<file path="src/core/sdc_pkg.sv">
// constants, types and register map of the sigma-delta converter control
// Notes on behaviour
// - control_word bit 31 turns the converter on; zero disables it.
// - control_word bit 30 enables exchange of the two channel samples.
// - irq_mask_state bit 29 enables ready interrupt, bit 28 underrun.
// - a one written to irq_mask_set sets that mask bit.
// - a one written to irq_mask_clear clears that mask bit.
// - zeros written to mask-set, mask-clear or flag-clear change nothing.
// - a one written to irq_flag_clear clears the underrun flag and its request.
// - the ready flag is high exactly while a new sample word fits.
// - the underrun flag stays set until reset, an explicit clear or a read of irq_flag_state.
// - sample_word: channel 0 in low halfword, channel 1 in high halfword.
// - reading irq_flag_state also clears its underrun flag.
// - with exchange on, written halfwords land in the other channel field.
package sdc_pkg;
	// ----------------------------------------------------------------
	// register map
	// ----------------------------------------------------------------
	localparam int              SDC_ADDR_W         = 8;
	localparam logic [7:0]      SDC_OFF_SAMPLE     = 8'h00;
	localparam logic [7:0]      SDC_OFF_CONTROL    = 8'h08;
	localparam logic [7:0]      SDC_OFF_MASK_STATE = 8'h0C;
	localparam logic [7:0]      SDC_OFF_MASK_SET   = 8'h10;
	localparam logic [7:0]      SDC_OFF_MASK_CLEAR = 8'h14;
	localparam logic [7:0]      SDC_OFF_FLAG_CLEAR = 8'h18;
	localparam logic [7:0]      SDC_OFF_FLAG_STATE = 8'h1C;
	localparam logic [31:0]     SDC_RESET_WORD     = 32'h0000_0000;
	// ----------------------------------------------------------------
	// field positions
	// ----------------------------------------------------------------
	localparam int              SDC_CTRL_ON_BIT    = 31;
	localparam int              SDC_CTRL_XCHG_BIT  = 30;
	localparam int              SDC_IRQ_READY_BIT  = 29;
	localparam int              SDC_IRQ_UNDER_BIT  = 28;
	localparam logic [31:0]     SDC_CTRL_WRITABLE  = 32'hC000_0000;
	// index of each flag inside the two-bit flag vectors
	localparam int              SDC_IDX_UNDER      = 0;
	localparam int              SDC_IDX_READY      = 1;
	localparam logic [1:0]      SDC_FLAG_STICKY    = 2'h1;
	// ----------------------------------------------------------------
	// timing and bus answers
	// ----------------------------------------------------------------
	localparam int              SDC_CONV_PER_SAMPLE = 256;
	localparam logic [7:0]      SDC_CONV_LAST      = 8'(SDC_CONV_PER_SAMPLE - 1);
	localparam logic [1:0]      SDC_RESP_OKAY      = 2'h0;
	localparam logic [1:0]      SDC_RESP_SLVERR    = 2'h2;

	typedef struct packed {
		logic [15:0] upper_half_sample;
		logic [15:0] lower_half_sample;
	} sdc_pair_t;

	typedef enum logic [0:0] {
		SDC_PACE_IDLE = 1'b0,
		SDC_PACE_RUN  = 1'b1
	} sdc_pace_t;
endpackage : sdc_pkg

</file>
<file path="src/core/sdc_top.sv">
// converter control top: AXI4-Lite registers, pacing and interrupt
//
// Added by the designer: the AXI4-Lite register port.
`timescale 1ns/1ps
module sdc_top (
	input  wire logic                    aclk,
	input  wire logic                    aresetn,
	// write address channel
	input  wire logic                    s_axi_awvalid,
	output logic                         s_axi_awready,
	input  wire logic [7:0]              s_axi_awaddr,
	input  wire logic [2:0]              s_axi_awprot,
	// write data channel
	input  wire logic                    s_axi_wvalid,
	output logic                         s_axi_wready,
	input  wire logic [31:0]             s_axi_wdata,
	input  wire logic [3:0]              s_axi_wstrb,
	// write response channel
	output logic                         s_axi_bvalid,
	input  wire logic                    s_axi_bready,
	output logic [1:0]                   s_axi_bresp,
	// read address channel
	input  wire logic                    s_axi_arvalid,
	output logic                         s_axi_arready,
	input  wire logic [7:0]              s_axi_araddr,
	input  wire logic [2:0]              s_axi_arprot,
	// read data channel
	output logic                         s_axi_rvalid,
	input  wire logic                    s_axi_rready,
	output logic [31:0]                  s_axi_rdata,
	output logic [1:0]                   s_axi_rresp,
	// conversion side
	input  wire logic                    conv_tick,
	output logic                         conv_run,
	output sdc_pkg::sdc_pair_t           play_pair,
	output logic                         play_strobe,
	output logic                         sample_request_flag,
	output logic                         irq
);
	import sdc_pkg::*;

	// ----------------------------------------------------------------
	// write channel capture
	// ----------------------------------------------------------------
	logic                  aw_held;
	logic [SDC_ADDR_W-1:0] aw_addr;
	logic                  w_held;
	logic [31:0]           w_data;
	logic [3:0]            w_strb;

	// either channel may arrive first; each is held until both are in
	wire do_write = aw_held && w_held && !s_axi_bvalid;

	assign s_axi_awready = !aw_held;
	assign s_axi_wready  = !w_held;

	always_ff @(posedge aclk) begin
		if (!aresetn) begin
			aw_held <= 1'b0;
			aw_addr <= 8'h00;
		end else if (s_axi_awvalid && s_axi_awready) begin
			aw_held <= 1'b1;
			aw_addr <= s_axi_awaddr;
		end else if (do_write) begin
			aw_held <= 1'b0;
		end
	end

	always_ff @(posedge aclk) begin
		if (!aresetn) begin
			w_held <= 1'b0;
			w_data <= SDC_RESET_WORD;
			w_strb <= 4'h0;
		end else if (s_axi_wvalid && s_axi_wready) begin
			w_held <= 1'b1;
			w_data <= s_axi_wdata;
			w_strb <= s_axi_wstrb;
		end else if (do_write) begin
			w_held <= 1'b0;
		end
	end

	// ----------------------------------------------------------------
	// write decode
	// ----------------------------------------------------------------
	wire [5:0] w_index = aw_addr[7:2];
	wire hit_w_sample  = (w_index == SDC_OFF_SAMPLE[7:2]);
	wire hit_w_control = (w_index == SDC_OFF_CONTROL[7:2]);
	wire hit_w_mstate  = (w_index == SDC_OFF_MASK_STATE[7:2]);
	wire hit_w_mset    = (w_index == SDC_OFF_MASK_SET[7:2]);
	wire hit_w_mclear  = (w_index == SDC_OFF_MASK_CLEAR[7:2]);
	wire hit_w_fclear  = (w_index == SDC_OFF_FLAG_CLEAR[7:2]);
	wire hit_w_fstate  = (w_index == SDC_OFF_FLAG_STATE[7:2]);
	wire w_mapped      = hit_w_sample | hit_w_control | hit_w_mstate |
	                     hit_w_mset | hit_w_mclear | hit_w_fclear |
	                     hit_w_fstate;

	// byte strobes widened to a bit mask
	wire [31:0] w_mask = {{8{w_strb[3]}}, {8{w_strb[2]}},
	                      {8{w_strb[1]}}, {8{w_strb[0]}}};
	// only the lanes that were written may carry a one into a strobe reg
	wire [31:0] w_ones = w_data & w_mask;

	// ----------------------------------------------------------------
	// control word
	// ----------------------------------------------------------------
	logic [31:0] control_word;
	wire         ctrl_on   = control_word[SDC_CTRL_ON_BIT];
	wire         ctrl_xchg = control_word[SDC_CTRL_XCHG_BIT];
	wire [31:0]  next_control_word =
		((control_word & ~w_mask) | w_ones) & SDC_CTRL_WRITABLE;

	always_ff @(posedge aclk) begin
		if (!aresetn) begin
			control_word <= SDC_RESET_WORD;
		end else if (do_write && hit_w_control) begin
			control_word <= next_control_word;
		end
	end

	assign conv_run = ctrl_on;

	// ----------------------------------------------------------------
	// sample word
	// ----------------------------------------------------------------
	// with exchange on, data and lane strobes trade halves together so a
	// partial write still lands in the intended channel field
	wire [31:0] s_data = ctrl_xchg ? {w_data[15:0], w_data[31:16]}
	                               : w_data;
	wire [31:0] s_mask = ctrl_xchg ? {w_mask[15:0], w_mask[31:16]}
	                               : w_mask;
	sdc_pair_t  sample_word;
	sdc_pair_t  next_sample_word;
	wire        sample_load = do_write && hit_w_sample;

	// channel 0 in the low halfword, channel 1 in the high one
	assign next_sample_word = sdc_pair_t'((sample_word & ~s_mask) |
	                                      (s_data & s_mask));

	always_ff @(posedge aclk) begin
		if (!aresetn) begin
			sample_word <= '0;
		end else if (sample_load) begin
			sample_word <= next_sample_word;
		end
	end

	// ----------------------------------------------------------------
	// pacing of samples toward the modulator
	// ----------------------------------------------------------------
	logic ready_level;
	logic underrun_pulse;

	sdc_pacer u_pacer (
		.aclk        (aclk),
		.aresetn     (aresetn),
		.run         (ctrl_on),
		.conv_tick   (conv_tick),
		.load        (sample_load),
		.load_pair   (next_sample_word),
		.ready       (ready_level),
		.underrun    (underrun_pulse),
		.play_pair   (play_pair),
		.play_strobe (play_strobe)
	);

	assign sample_request_flag = ready_level;

	// ----------------------------------------------------------------
	// interrupt registers
	// ----------------------------------------------------------------
	wire [1:0] write_bits = {w_ones[SDC_IRQ_READY_BIT],
	                         w_ones[SDC_IRQ_UNDER_BIT]};
	wire [1:0] mask_set_bits   = (do_write && hit_w_mset)   ? write_bits
	                                                        : 2'h0;
	wire [1:0] mask_clear_bits = (do_write && hit_w_mclear) ? write_bits
	                                                        : 2'h0;
	wire [1:0] flag_clear_bits = (do_write && hit_w_fclear) ? write_bits
	                                                        : 2'h0;
	wire [1:0] event_bits;
	logic      status_read;
	logic [1:0] irq_mask_state;
	logic [1:0] irq_flag_state;

	assign event_bits[SDC_IDX_UNDER] = underrun_pulse;
	assign event_bits[SDC_IDX_READY] = ready_level;

	sdc_irq_unit u_irq (
		.aclk       (aclk),
		.aresetn    (aresetn),
		.event_in   (event_bits),
		.mask_set   (mask_set_bits),
		.mask_clear (mask_clear_bits),
		.flag_clear (flag_clear_bits),
		.read_clear (status_read),
		.mask       (irq_mask_state),
		.status     (irq_flag_state),
		.irq        (irq)
	);

	// ----------------------------------------------------------------
	// write response
	// ----------------------------------------------------------------
	always_ff @(posedge aclk) begin
		if (!aresetn) begin
			s_axi_bvalid <= 1'b0;
			s_axi_bresp  <= SDC_RESP_OKAY;
		end else if (do_write) begin
			s_axi_bvalid <= 1'b1;
			s_axi_bresp  <= w_mapped ? SDC_RESP_OKAY : SDC_RESP_SLVERR;
		end else if (s_axi_bready) begin
			s_axi_bvalid <= 1'b0;
		end
	end

	// ----------------------------------------------------------------
	// read decode
	// ----------------------------------------------------------------
	wire [5:0] r_index = s_axi_araddr[7:2];
	wire hit_r_sample  = (r_index == SDC_OFF_SAMPLE[7:2]);
	wire hit_r_control = (r_index == SDC_OFF_CONTROL[7:2]);
	wire hit_r_mstate  = (r_index == SDC_OFF_MASK_STATE[7:2]);
	wire hit_r_wonly   = (r_index == SDC_OFF_MASK_SET[7:2]) |
	                     (r_index == SDC_OFF_MASK_CLEAR[7:2]) |
	                     (r_index == SDC_OFF_FLAG_CLEAR[7:2]);
	wire hit_r_fstate  = (r_index == SDC_OFF_FLAG_STATE[7:2]);
	wire r_mapped      = hit_r_sample | hit_r_control | hit_r_mstate |
	                     hit_r_wonly | hit_r_fstate;
	wire r_take        = s_axi_arvalid && s_axi_arready;

	// both flag views share one layout
	wire [31:0] mask_view = {2'h0, irq_mask_state[SDC_IDX_READY],
	                         irq_mask_state[SDC_IDX_UNDER], 28'h0};
	wire [31:0] flag_view = {2'h0, irq_flag_state[SDC_IDX_READY],
	                         irq_flag_state[SDC_IDX_UNDER], 28'h0};

	// write-only and unmapped words read as zero
	wire [31:0] read_mux =
		hit_r_sample  ? 32'(sample_word) :
		hit_r_control ? control_word :
		hit_r_mstate  ? mask_view :
		hit_r_fstate  ? flag_view : 32'h0000_0000;

	assign s_axi_arready = !s_axi_rvalid;
	assign status_read   = r_take && hit_r_fstate;

	// ----------------------------------------------------------------
	// read data
	// ----------------------------------------------------------------
	always_ff @(posedge aclk) begin
		if (!aresetn) begin
			s_axi_rvalid <= 1'b0;
			s_axi_rdata  <= SDC_RESET_WORD;
			s_axi_rresp  <= SDC_RESP_OKAY;
		end else if (r_take) begin
			s_axi_rvalid <= 1'b1;
			s_axi_rdata  <= read_mux;
			s_axi_rresp  <= r_mapped ? SDC_RESP_OKAY : SDC_RESP_SLVERR;
		end else if (s_axi_rready) begin
			s_axi_rvalid <= 1'b0;
		end
	end

	// protection bits carry nothing for this block
	wire unused_prot = ^{s_axi_awprot, s_axi_arprot};
endmodule : sdc_top

</file>
<file path="src/core/sdc_pacer.sv">
// sample pacing: holding word, conversion tick counter, underrun detection
`timescale 1ns/1ps
module sdc_pacer (
	input  wire logic              aclk,
	input  wire logic              aresetn,
	input  wire logic              run,
	input  wire logic              conv_tick,
	input  wire logic              load,
	input  wire sdc_pkg::sdc_pair_t load_pair,
	output logic                   ready,
	output logic                   underrun,
	output sdc_pkg::sdc_pair_t     play_pair,
	output logic                   play_strobe
);
	import sdc_pkg::*;

	sdc_pace_t  state;
	logic [7:0] count;
	logic       held;
	sdc_pair_t  hold_pair;
	wire        period_end = conv_tick && (count == SDC_CONV_LAST);

	// ----------------------------------------------------------------
	// pacing
	// ----------------------------------------------------------------
	always_ff @(posedge aclk) begin
		if (!aresetn) begin
			state       <= SDC_PACE_IDLE;
			count       <= 8'h00;
			held        <= 1'b0;
			hold_pair   <= '0;
			play_pair   <= '0;
			play_strobe <= 1'b0;
			underrun    <= 1'b0;
		end else begin
			play_strobe <= 1'b0;
			underrun    <= 1'b0;
			if (load) begin
				hold_pair <= load_pair;
				held      <= 1'b1;
			end
			unique case (state)
				SDC_PACE_IDLE: begin
					count <= 8'h00;
					if (run) begin
						state <= SDC_PACE_RUN;
					end
				end
				SDC_PACE_RUN: begin
					if (!run) begin
						state <= SDC_PACE_IDLE;
					end else if (conv_tick) begin
						count <= count + 8'h01;
						if (period_end) begin
							if (held || load) begin
								play_pair   <= load ? load_pair : hold_pair;
								held        <= 1'b0;
								play_strobe <= 1'b1;
							end else begin
								underrun <= 1'b1;
							end
						end
					end
				end
			endcase
		end
	end

	// a word fits while enabled and nothing waits in the holding word;
	// taken from run itself so the flag follows the on bit without lag
	assign ready = run && !held;
endmodule : sdc_pacer

</file>
<file path="src/core/sdc_irq_unit.sv">
// interrupt flags, mask and request line
`timescale 1ns/1ps
module sdc_irq_unit (
	input  wire logic       aclk,
	input  wire logic       aresetn,
	input  wire logic [1:0] event_in,
	input  wire logic [1:0] mask_set,
	input  wire logic [1:0] mask_clear,
	input  wire logic [1:0] flag_clear,
	input  wire logic       read_clear,
	output logic      [1:0] mask,
	output logic      [1:0] status,
	output logic            irq
);
	import sdc_pkg::*;

	// ----------------------------------------------------------------
	// one mask bit and one flag per interrupt source
	// ----------------------------------------------------------------
	for (genvar i = 0; i < 2; i++) begin : g_src
		logic sticky;
		always_ff @(posedge aclk) begin
			if (!aresetn) begin
				mask[i] <= 1'b0;
				sticky  <= 1'b0;
			end else begin
				if (mask_set[i]) begin
					mask[i] <= 1'b1;
				end else if (mask_clear[i]) begin
					mask[i] <= 1'b0;
				end
				// set wins so an event in the clearing cycle survives
				if (event_in[i]) begin
					sticky <= 1'b1;
				end else if (flag_clear[i] || read_clear) begin
					sticky <= 1'b0;
				end
			end
		end
		// a level flag follows its source; a clear does not change it
		assign status[i] = SDC_FLAG_STICKY[i] ? sticky : event_in[i];
	end

	assign irq = |(status & mask);
endmodule : sdc_irq_unit

</file>
<file path="config.mk">
export PLATFORM = sky130hd
export DESIGN_NAME = sdc_top
export DESIGN_NICKNAME = d
export VERILOG_FILES = /design/src/core/sdc_pkg.sv /design/src/core/sdc_top.sv /design/src/core/sdc_pacer.sv /design/src/core/sdc_irq_unit.sv
export SDC_FILE = /design/constraint.sdc
export NUM_CORES = 1
export LEC_CHECK = 0
export BUFFER_PORTS_ARGS = -buffer_cell sky130_fd_sc_hd__buf_2
export CAP_MARGIN = 20
export CORE_MARGIN = 3
export CORE_UTILIZATION = 36
export DETAILED_ROUTE_END_ITERATION = 10
export PLACE_DENSITY_LB_ADDON = 0.2
export SLEW_MARGIN = 5
export SYNTH_ARGS = -nofsm -noshare
export SYNTH_HDL_FRONTEND = slang
export SYNTH_SLANG_ARGS = --single-unit
</file>
<file path="constraint.sdc">
create_clock -name aclk -period 1.75 [get_ports aclk]
set_clock_uncertainty 0.05 [all_clocks]
set_input_delay 0.2625 -clock aclk [delete_from_list [all_inputs] [get_ports aclk]]
set_output_delay 0.2625 -clock aclk [all_outputs]
set_load 0.005 [all_outputs]
</file>
==> impl_metrics.py, run 1 <==
metrics = {
    "clocking": {
        "worst_skew_pair.late_latency_ns": 0.43,
        "clock_tree.buffer_depth": 2,
        "cts_root_buf": "clkbuf_16",
        "htreeDepth": 4,
        "cts_buffers": 17,
        "cts_tree": "yes",
        "path_clk_slew_ns": 0.07,
        "cts_sinks": 193,
    },
    "yosys": {
        "synthAdderAreaFrac_pct": 0.1572,
        "synth_flop_cell": "dfxtp_1",
        "seq_area_frac_synth_pct": 48.53,
        "synth_edf_count": 0,
        "synth.distinct_cells": 45,
        "synthXorXnorAreaFrac_pct": 0.6601,
        "syn_inst": 851,
        "synth-seq-cells": 193,
        "netlist_area_um2": 7961,
        "yosysWarnings": 0,
        "avgSynthCellArea_um2": 9.355,
        "ys_async_sr_fraction_pct": 0,
        "synth-simple-area-share_pct": 17.82,
        "synth_compound_area_share_pct": 17.65,
        "synth_top_family_by_area": "simple AND/OR/NAND/NOR gates",
        "synthMuxAreaShare_pct": 10.28,
    },
    "routing": {
        "drc": 0,
        "dr.pass1.iters": 4,
        "wl_per_cell_um": 17.48,
        "ant_nets": 0,
        "routed_wl_um": 22520,
        "avgViaCountPerCell": 5.101,
        "num_vias": 6570,
        "drtIter0Drc": 381,
    },
    "run": {
        "cap_violations": 0,
    },
    "setup_path": {
        "crit_top_cell": "buf_12",
        "cp-start-kind": "flop",
        "slowest_stage": "or4_4",
        "endpoint_kind": "flop",
        "critPathMaxFanout": 15,
        "worst_path_largest_cell_delay_ns": 0.57,
        "path_cells": "or4_4 > nor3_4 > buf_12 > buf_12 > buf_12 > mux2i_1 > nor2_1",
        "critPathArrivalTime_ns": 2.23,
        "required_ns": 2.01,
        "crit_type": "reg2reg",
    },
    "timing": {
        "fmax_ghz": 0.5080,
        "setup_viol": 96,
        "period_share_pct": 112.5,
        "setup_ws_ns": -0.2187,
        "drv_slew": 0,
        "hold_violations": 0,
        "setup_tns_ns": -14.42,
        "hold_slack_ns": 0.01620,
        "period_minus_slack_ns": 1.969,
        "rsz0062_at_grt": "yes",
    },
    "power": {
        "p_leak_nw": 3.832,
        "power_mw": 9.427,
        "power.density_nw_per_um2": 908.5,
        "peakVddDrop_uv": 603.7,
    },
    "finish": {
        "fill_cells": 2091,
        "final_nets": 1067,
        "area_growth_pct": 30.33,
        "design_area_um2": 10380,
        "drive_above_1_share_pct": 33.46,
        "utilization_pct": 48.59,
        "diodes": 0,
        "instances_no_fill": 1288,
    },
    "floorplan": {
        "initial_core_util_pct": 37.28,
        "fp.dieW_um": 154.7,
        "io_pins": 143,
        "die_area_um2": 23940,
        "core_um2": 21350,
        "fp.dieH_um": 154.7,
        "num_rows": 53,
    },
    "status": {
        "violations": "setup timing",
        "status": "finished, violations left",
    },
    "global_route": {
        "grt_use_met1_pct": 26.36,
        "busiest_layer": "met2",
        "grt_pass1_vias": 6251,
        "grt_max_degree": 72,
        "grt_overflow": 0,
        "use_met2_pct": 29.85,
        "grt_usage_pct": 18.71,
        "grt_pass1_wl_um": 35290,
        "grtUsageMet3_pct": 3.525,
        "antenna_found_initial": 0,
    },
    "placement": {
        "postPlaceCellArea_um2": 9365,
        "numPlacedInstances": 1242,
        "dp_hpwl_um": 15960,
        "numPortBuffers": 130,
        "routabilityCongestion": 0.8199,
        "pre_cts_ws_ns": -0.2326,
    },
    "hold_path": {
        "hp-class": "in2reg",
    },
}
area by class of cell:
class | instances | area, um2 | share of cell area (%)
clock buffer | 20 | 456.7 | 4.401
clock inverter | 12 | 155.1 | 1.495
inverter | 8 | 35.03 | 0.3376
multi-input combinational | 581 | 4079 | 39.31
sequential | 193 | 3865 | 37.25
tap | 275 | 344.1 | 3.316
timing repair buffer | 199 | 1441 | 13.89
state kept, by name (all words and copies together), names as in the netlist, named ones only:
| name | cells |
|---|---|
| u_pacer.held | 1 |
| s_axi_rresp | 1 |
| s_axi_bresp | 1 |
| u_pacer.state | 1 |
| s_axi_rdata | 32 |
| u_irq.g_src.sticky | 1 |
| u_pacer.count | 8 |
| w_held | 1 |
| u_pacer.underrun | 1 |
| sample_word | 32 |
| w_data | 32 |
| u_irq.mask | 2 |
| s_axi_rvalid | 1 |
| u_pacer.play_pair | 32 |
| s_axi_bvalid | 1 |
| u_pacer.play_strobe | 1 |
| w_strb | 4 |
| u_pacer.hold_pair | 32 |
| aw_addr | 6 |
| aw_held | 1 |
placed cells by master (no fill, tap or decap), types with 8 or more instances in the layout:
cell | Yosys | layout
buf_2 | 0 | 130
o221a_2 | 32 | 32
mux2i_1 | 75 | 44
dfxtp_1 | 193 | 192
nand3_1 | 32 | 32
mux2i_2 | 0 | 8
buf_12 | 0 | 17
a211oi_2 | 30 | 32
nor2_1 | 91 | 91
clkbuf_16 | 0 | 17
a21oi_1 | 106 | 106
buf_4 | 9 | 40
mux2i_4 | 0 | 23
nand3b_1 | 32 | 32
nand2_1 | 115 | 115
critical path: cells and delay by family (launching register included):
kind | cells | cell delay, ns
buf+inv | 3 | 0.47
flops | 1 | 0.32
mux | 1 | 0.20
simple gates | 3 | 0.80
cell families (layout without fill, tap and decap cells):
group                      count (synthesis)  in the layout
muxes                                     81             81
buffers and inverters                     78            239
xor gates and xnor gates                   6              6
adders and majority gates                  1              1
and+or+nand+nor                          306            306
DFF                                      193            193
AOI/OAI and AO/OA                        185            185
other                                      1              2
per-layer routing:
metal / share of wire (%) / vias to the layer above / wire (um)
met5: 0 / - / 0
met4: 0.87 / 0 / 197
met3: 3.3 / 12 / 738
met2: 48 / 116 / 10780
met1: 48 / 3154 / 10810
li1: - / 3288 / -
synth_stat cells (2+ instances only):
master / n / area share (%)
mux2i_1: 75 / 9.4
xnor2_1: 5 / 0.55
a2bb2oi_1: 2 / 0.22
o21ai_0: 3 / 0.19
nor3_1: 4 / 0.25
inv_1: 7 / 0.33
buf_6: 5 / 0.71
a21oi_1: 106 / 6.7
nor4_1: 2 / 0.16
buf_4: 9 / 0.85
or3_1: 3 / 0.24
a211oi_2: 30 / 4.7
nand3_1: 32 / 2.0
nand3b_1: 32 / 3.0
and2_1: 3 / 0.24
buf_8: 2 / 0.38
a211oi_1: 6 / 0.57
nand2_1: 115 / 5.4
nor2b_1: 5 / 0.39
dfxtp_1: 193 / 49
buf_1: 11 / 0.52
nand4_1: 4 / 0.31
clkbuf_1: 43 / 2.0
mux2_2: 6 / 0.85
o221a_2: 32 / 4.5
nand2b_1: 7 / 0.55
nor2_1: 91 / 4.3
worst paths after layout:
| check | startpoint | end | slack [ns] | depth (start not counted) |
|---|---|---|---|---|
| worst max-delay path | aw_addr[4]$_SDFFE_PN0P_ | sample_word[18]$_SDFFE_PN0P_ | -0.22 | 7 |
| worst min-delay path | s_axi_wdata[6] | w_data[6]$_SDFFE_PN0P_ | 0.02 | 3 |
| worst max register to register | aw_addr[4]$_SDFFE_PN0P_ | sample_word[18]$_SDFFE_PN0P_ | -0.22 | 7 |
| worst min register to register | s_axi_rdata[9]$_SDFFE_PN0P_ | s_axi_rdata[9]$_SDFFE_PN0P_ | 0.40 | 2 |
where the power goes:
group | switching (mW) | internal, mW | leakage, nW
Combinational | 0.471 | 0.363 | 1.97
Clock | 1.70 | 2.33 | 0.297
Sequential | 0.0836 | 4.47 | 1.56
Total | 2.26 | 7.17 | 3.83
what timing repair did:
action                     CTS  global route
cloned                       2             0
hold buffers                 3             1
resized for setup           27            15
setup endpoints to repair   97            99
buffers inserted             4             4
hold endpoints to repair     3             1
(Power assumes the default switching activity.)
==> run 2: changes to the inputs <==
--- a/config.mk
+++ b/config.mk
@@ -5,6 +5,7 @@
 export SDC_FILE = /design/constraint.sdc
 export NUM_CORES = 1
 export LEC_CHECK = 0
+export ABC_AREA = 1
 export BUFFER_PORTS_ARGS = -buffer_cell sky130_fd_sc_hd__buf_2
 export CAP_MARGIN = 20
 export CORE_MARGIN = 3
==> impl_metrics.py, run 2 <==
metrics = {
    "clocking": {
        "htreeDepth": 4,
        "worst_skew_pair.late_latency_ns": 0.43,
        "cts_buffers": 17,
        "cts_root_buf": "clkbuf_16",
        "cts_sinks": 193,
        "path_clk_slew_ns": 0.07,
        "clock_tree.buffer_depth": 2,
        "cts_tree": "yes",
    },
    "yosys": {
        "synth_flop_cell": "dfxtp_1",
        "ys_async_sr_fraction_pct": 0,
        "avgSynthCellArea_um2": 6.967,
        "synth_area_leader_cell": "dfxtp_1",
        "syn_inst": 1147,
        "synth_area_leaders": "dfxtp_1, nand2_1, a21oi_1",
        "yosys.area.top_type_share_pct": 48.35,
        "synthTopCellsByCount": "nand2_1, dfxtp_1, nor2_1, a21oi_1, o21ai_0",
        "netlist_area_um2": 7991,
        "synth-seq-cells": 193,
        "yosysWarnings": 0,
        "yosysMostFrequentCell": "nand2_1",
        "synth_edf_count": 0,
        "seq_area_frac_synth_pct": 48.35,
        "synth.distinct_cells": 33,
    },
    "routing": {
        "dr.pass1.iters": 5,
        "ant_nets": 0,
        "avgViaCountPerCell": 4.662,
        "drc": 0,
        "drtIter0Drc": 454,
        "num_vias": 7314,
        "routed_wl_um": 22080,
        "wl_per_cell_um": 14.07,
    },
    "setup_path": {
        "crit_type": "reg2out",
        "endpoint_kind": "output port",
        "slowest_stage": "dfxtp_2",
        "path_cells": "buf_6 > inv_1 > nor2_2 > a22o_1 > buf_2",
        "critPathMaxFanout": 3,
        "r2r_slack_ns": 0.09,
        "worst_path_largest_cell_delay_ns": 0.34,
        "critPathArrivalTime_ns": 1.37,
        "cp_top_family": "flip-flops",
        "regToRegStartpoint": "u_pacer.count[0]$_SDFFE_PN0P_",
        "crit_buf_inv": 3,
        "cp-start-kind": "flop",
        "required_ns": 1.44,
    },
    "finish": {
        "fill_cells": 2213,
        "final_common_cell": "nand2_1",
        "layout_common_cells": "nand2_1, dfxtp_1, nor2_1, buf_2, a21oi_1",
        "drive_above_1_share_pct": 18.01,
        "diodes": 0,
        "area_growth_pct": 23.85,
        "utilization_pct": 46.21,
        "final_nets": 1349,
    },
    "timing": {
        "setup_tns_ns": 0,
        "setup_ws_ns": 0.07004,
        "period_share_pct": 96.00,
        "slew_headroom_pct": 63.83,
        "tightest_slew_ns": 0.5425,
        "hold_violations": 0,
        "fmax_ghz": 0.5953,
        "period_minus_slack_ns": 1.680,
        "setup_viol": 0,
        "drv_slew": 0,
    },
    "hold_path": {
        "hp-class": "in2reg",
        "hold_start": "s_axi_wdata[25]",
    },
    "global_route": {
        "grt_overflow": 0,
        "antenna_found_initial": 0,
        "grt_max_degree": 65,
        "grt_pass1_vias": 6609,
        "grt_usage_pct": 17.61,
        "grt_pass1_wl_um": 34310,
    },
    "placement": {
        "numPortBuffers": 130,
        "pre_cts_ws_ns": 0.1146,
        "routabilityCongestion": 0.8598,
        "dp_hpwl_um": 15250,
    },
    "floorplan": {
        "io_pins": 143,
        "fp.dieH_um": 155.0,
        "fp.dieW_um": 155.0,
        "core_um2": 21420,
        "num_rows": 53,
        "initial_core_util_pct": 37.31,
        "die_area_um2": 24020,
    },
    "status": {
        "status": "complete, no violations",
    },
    "power": {
        "p_leak_nw": 4.623,
        "peakVddDrop_uv": 594.6,
        "power.density_nw_per_um2": 956.2,
    },
    "run": {
        "cap_violations": 0,
    },
}
## run 2: logic make-up (layout without fill, tap and decap cells)
logic type | count (synthesis) | count (layout) | synth area share [%]
AO/OA/AOI/OAI | 248 | 248 | 15.83
XOR/XNOR | 1 | 1 | 0.1096
adder cells (fa/ha/maj) | 1 | 1 | 0.1565
buffers and inverters | 145 | 291 | 7.640
flip-flops | 193 | 193 | 48.35
other | 1 | 2 | 0.04693
AND/OR/NAND/NOR | 558 | 558 | 27.87
## run 2: metrics by stage
| step | std cells | hold WS (ns) | area, um2 | power, mW |
|---|---|---|---|---|
| global route | 1569 | 0.01756 | 9897 | 9.836 |
| CTS | 1558 | 0.0002612 | 9658 | 9.546 |
| floorplan | 1148 | 0.3474 | 7995 | 5.117 |
| detailed placement | 1522 | 0.3805 | 8985 | 5.436 |
| finish | 1569 | 0.01203 | 9897 | 9.463 |
| global placement | 1522 | 0.3710 | 8985 | 5.431 |
## run 2: cell type report
cell class	count	area [um2]	area share, %
flip-flops and latches	193	3871	39.12
clock buffers	19	432.9	4.374
repair buffers	176	1154	11.66
clock inverters	12	182.7	1.846
inverters	84	317.8	3.211
multi-input cells	810	3595	36.32
well taps	275	344.1	3.477
## run 2: worst register-to-register path: cells and delay by family, from the launching register on
| family | cells | cell delay [ns] |
|---|---|---|
| flops | 1 | 0.37 |
| buf+inv | 1 | 0.21 |
| simple gates | 7 | 0.81 |
| fa+ha+maj | 1 | 0.14 |
## run 2: final timing paths
path,endpoint,depth (start not counted)
max reg2reg,u_pacer.play_pair[8]$_SDFFE_PN0P_,9
min reg2reg,u_pacer.count[6]$_SDFFE_PN0P_,2
max,irq,5
min,w_data[25]$_SDFFE_PN0P_,3
## run 2: per-layer routing
layer	global-route usage, %	wire length [um]	vias up
met1	25.83	11150	3218
met3	4.423	1301	12
li1	-	-	3913
met5	0	0	-
met4	4.079	210	0
met2	26.07	9412	171
## run 2: power by group
part           internal, mW  switching, mW  leakage, nW
Sequential             4.53         0.0909         1.57
Clock                  2.40           1.70        0.295
Combinational         0.273          0.465         2.75
## run 2: what timing repair did
action                                  in CTS  in global routing
endpoints found under the hold margin        5                  0
hold buffers                                 5                  0
buffers inserted                             0                  5
endpoints found under the setup margin       1                 30
gates cloned                                 0                  6
pin swaps                                    1                  9
resized for setup                            3                 21
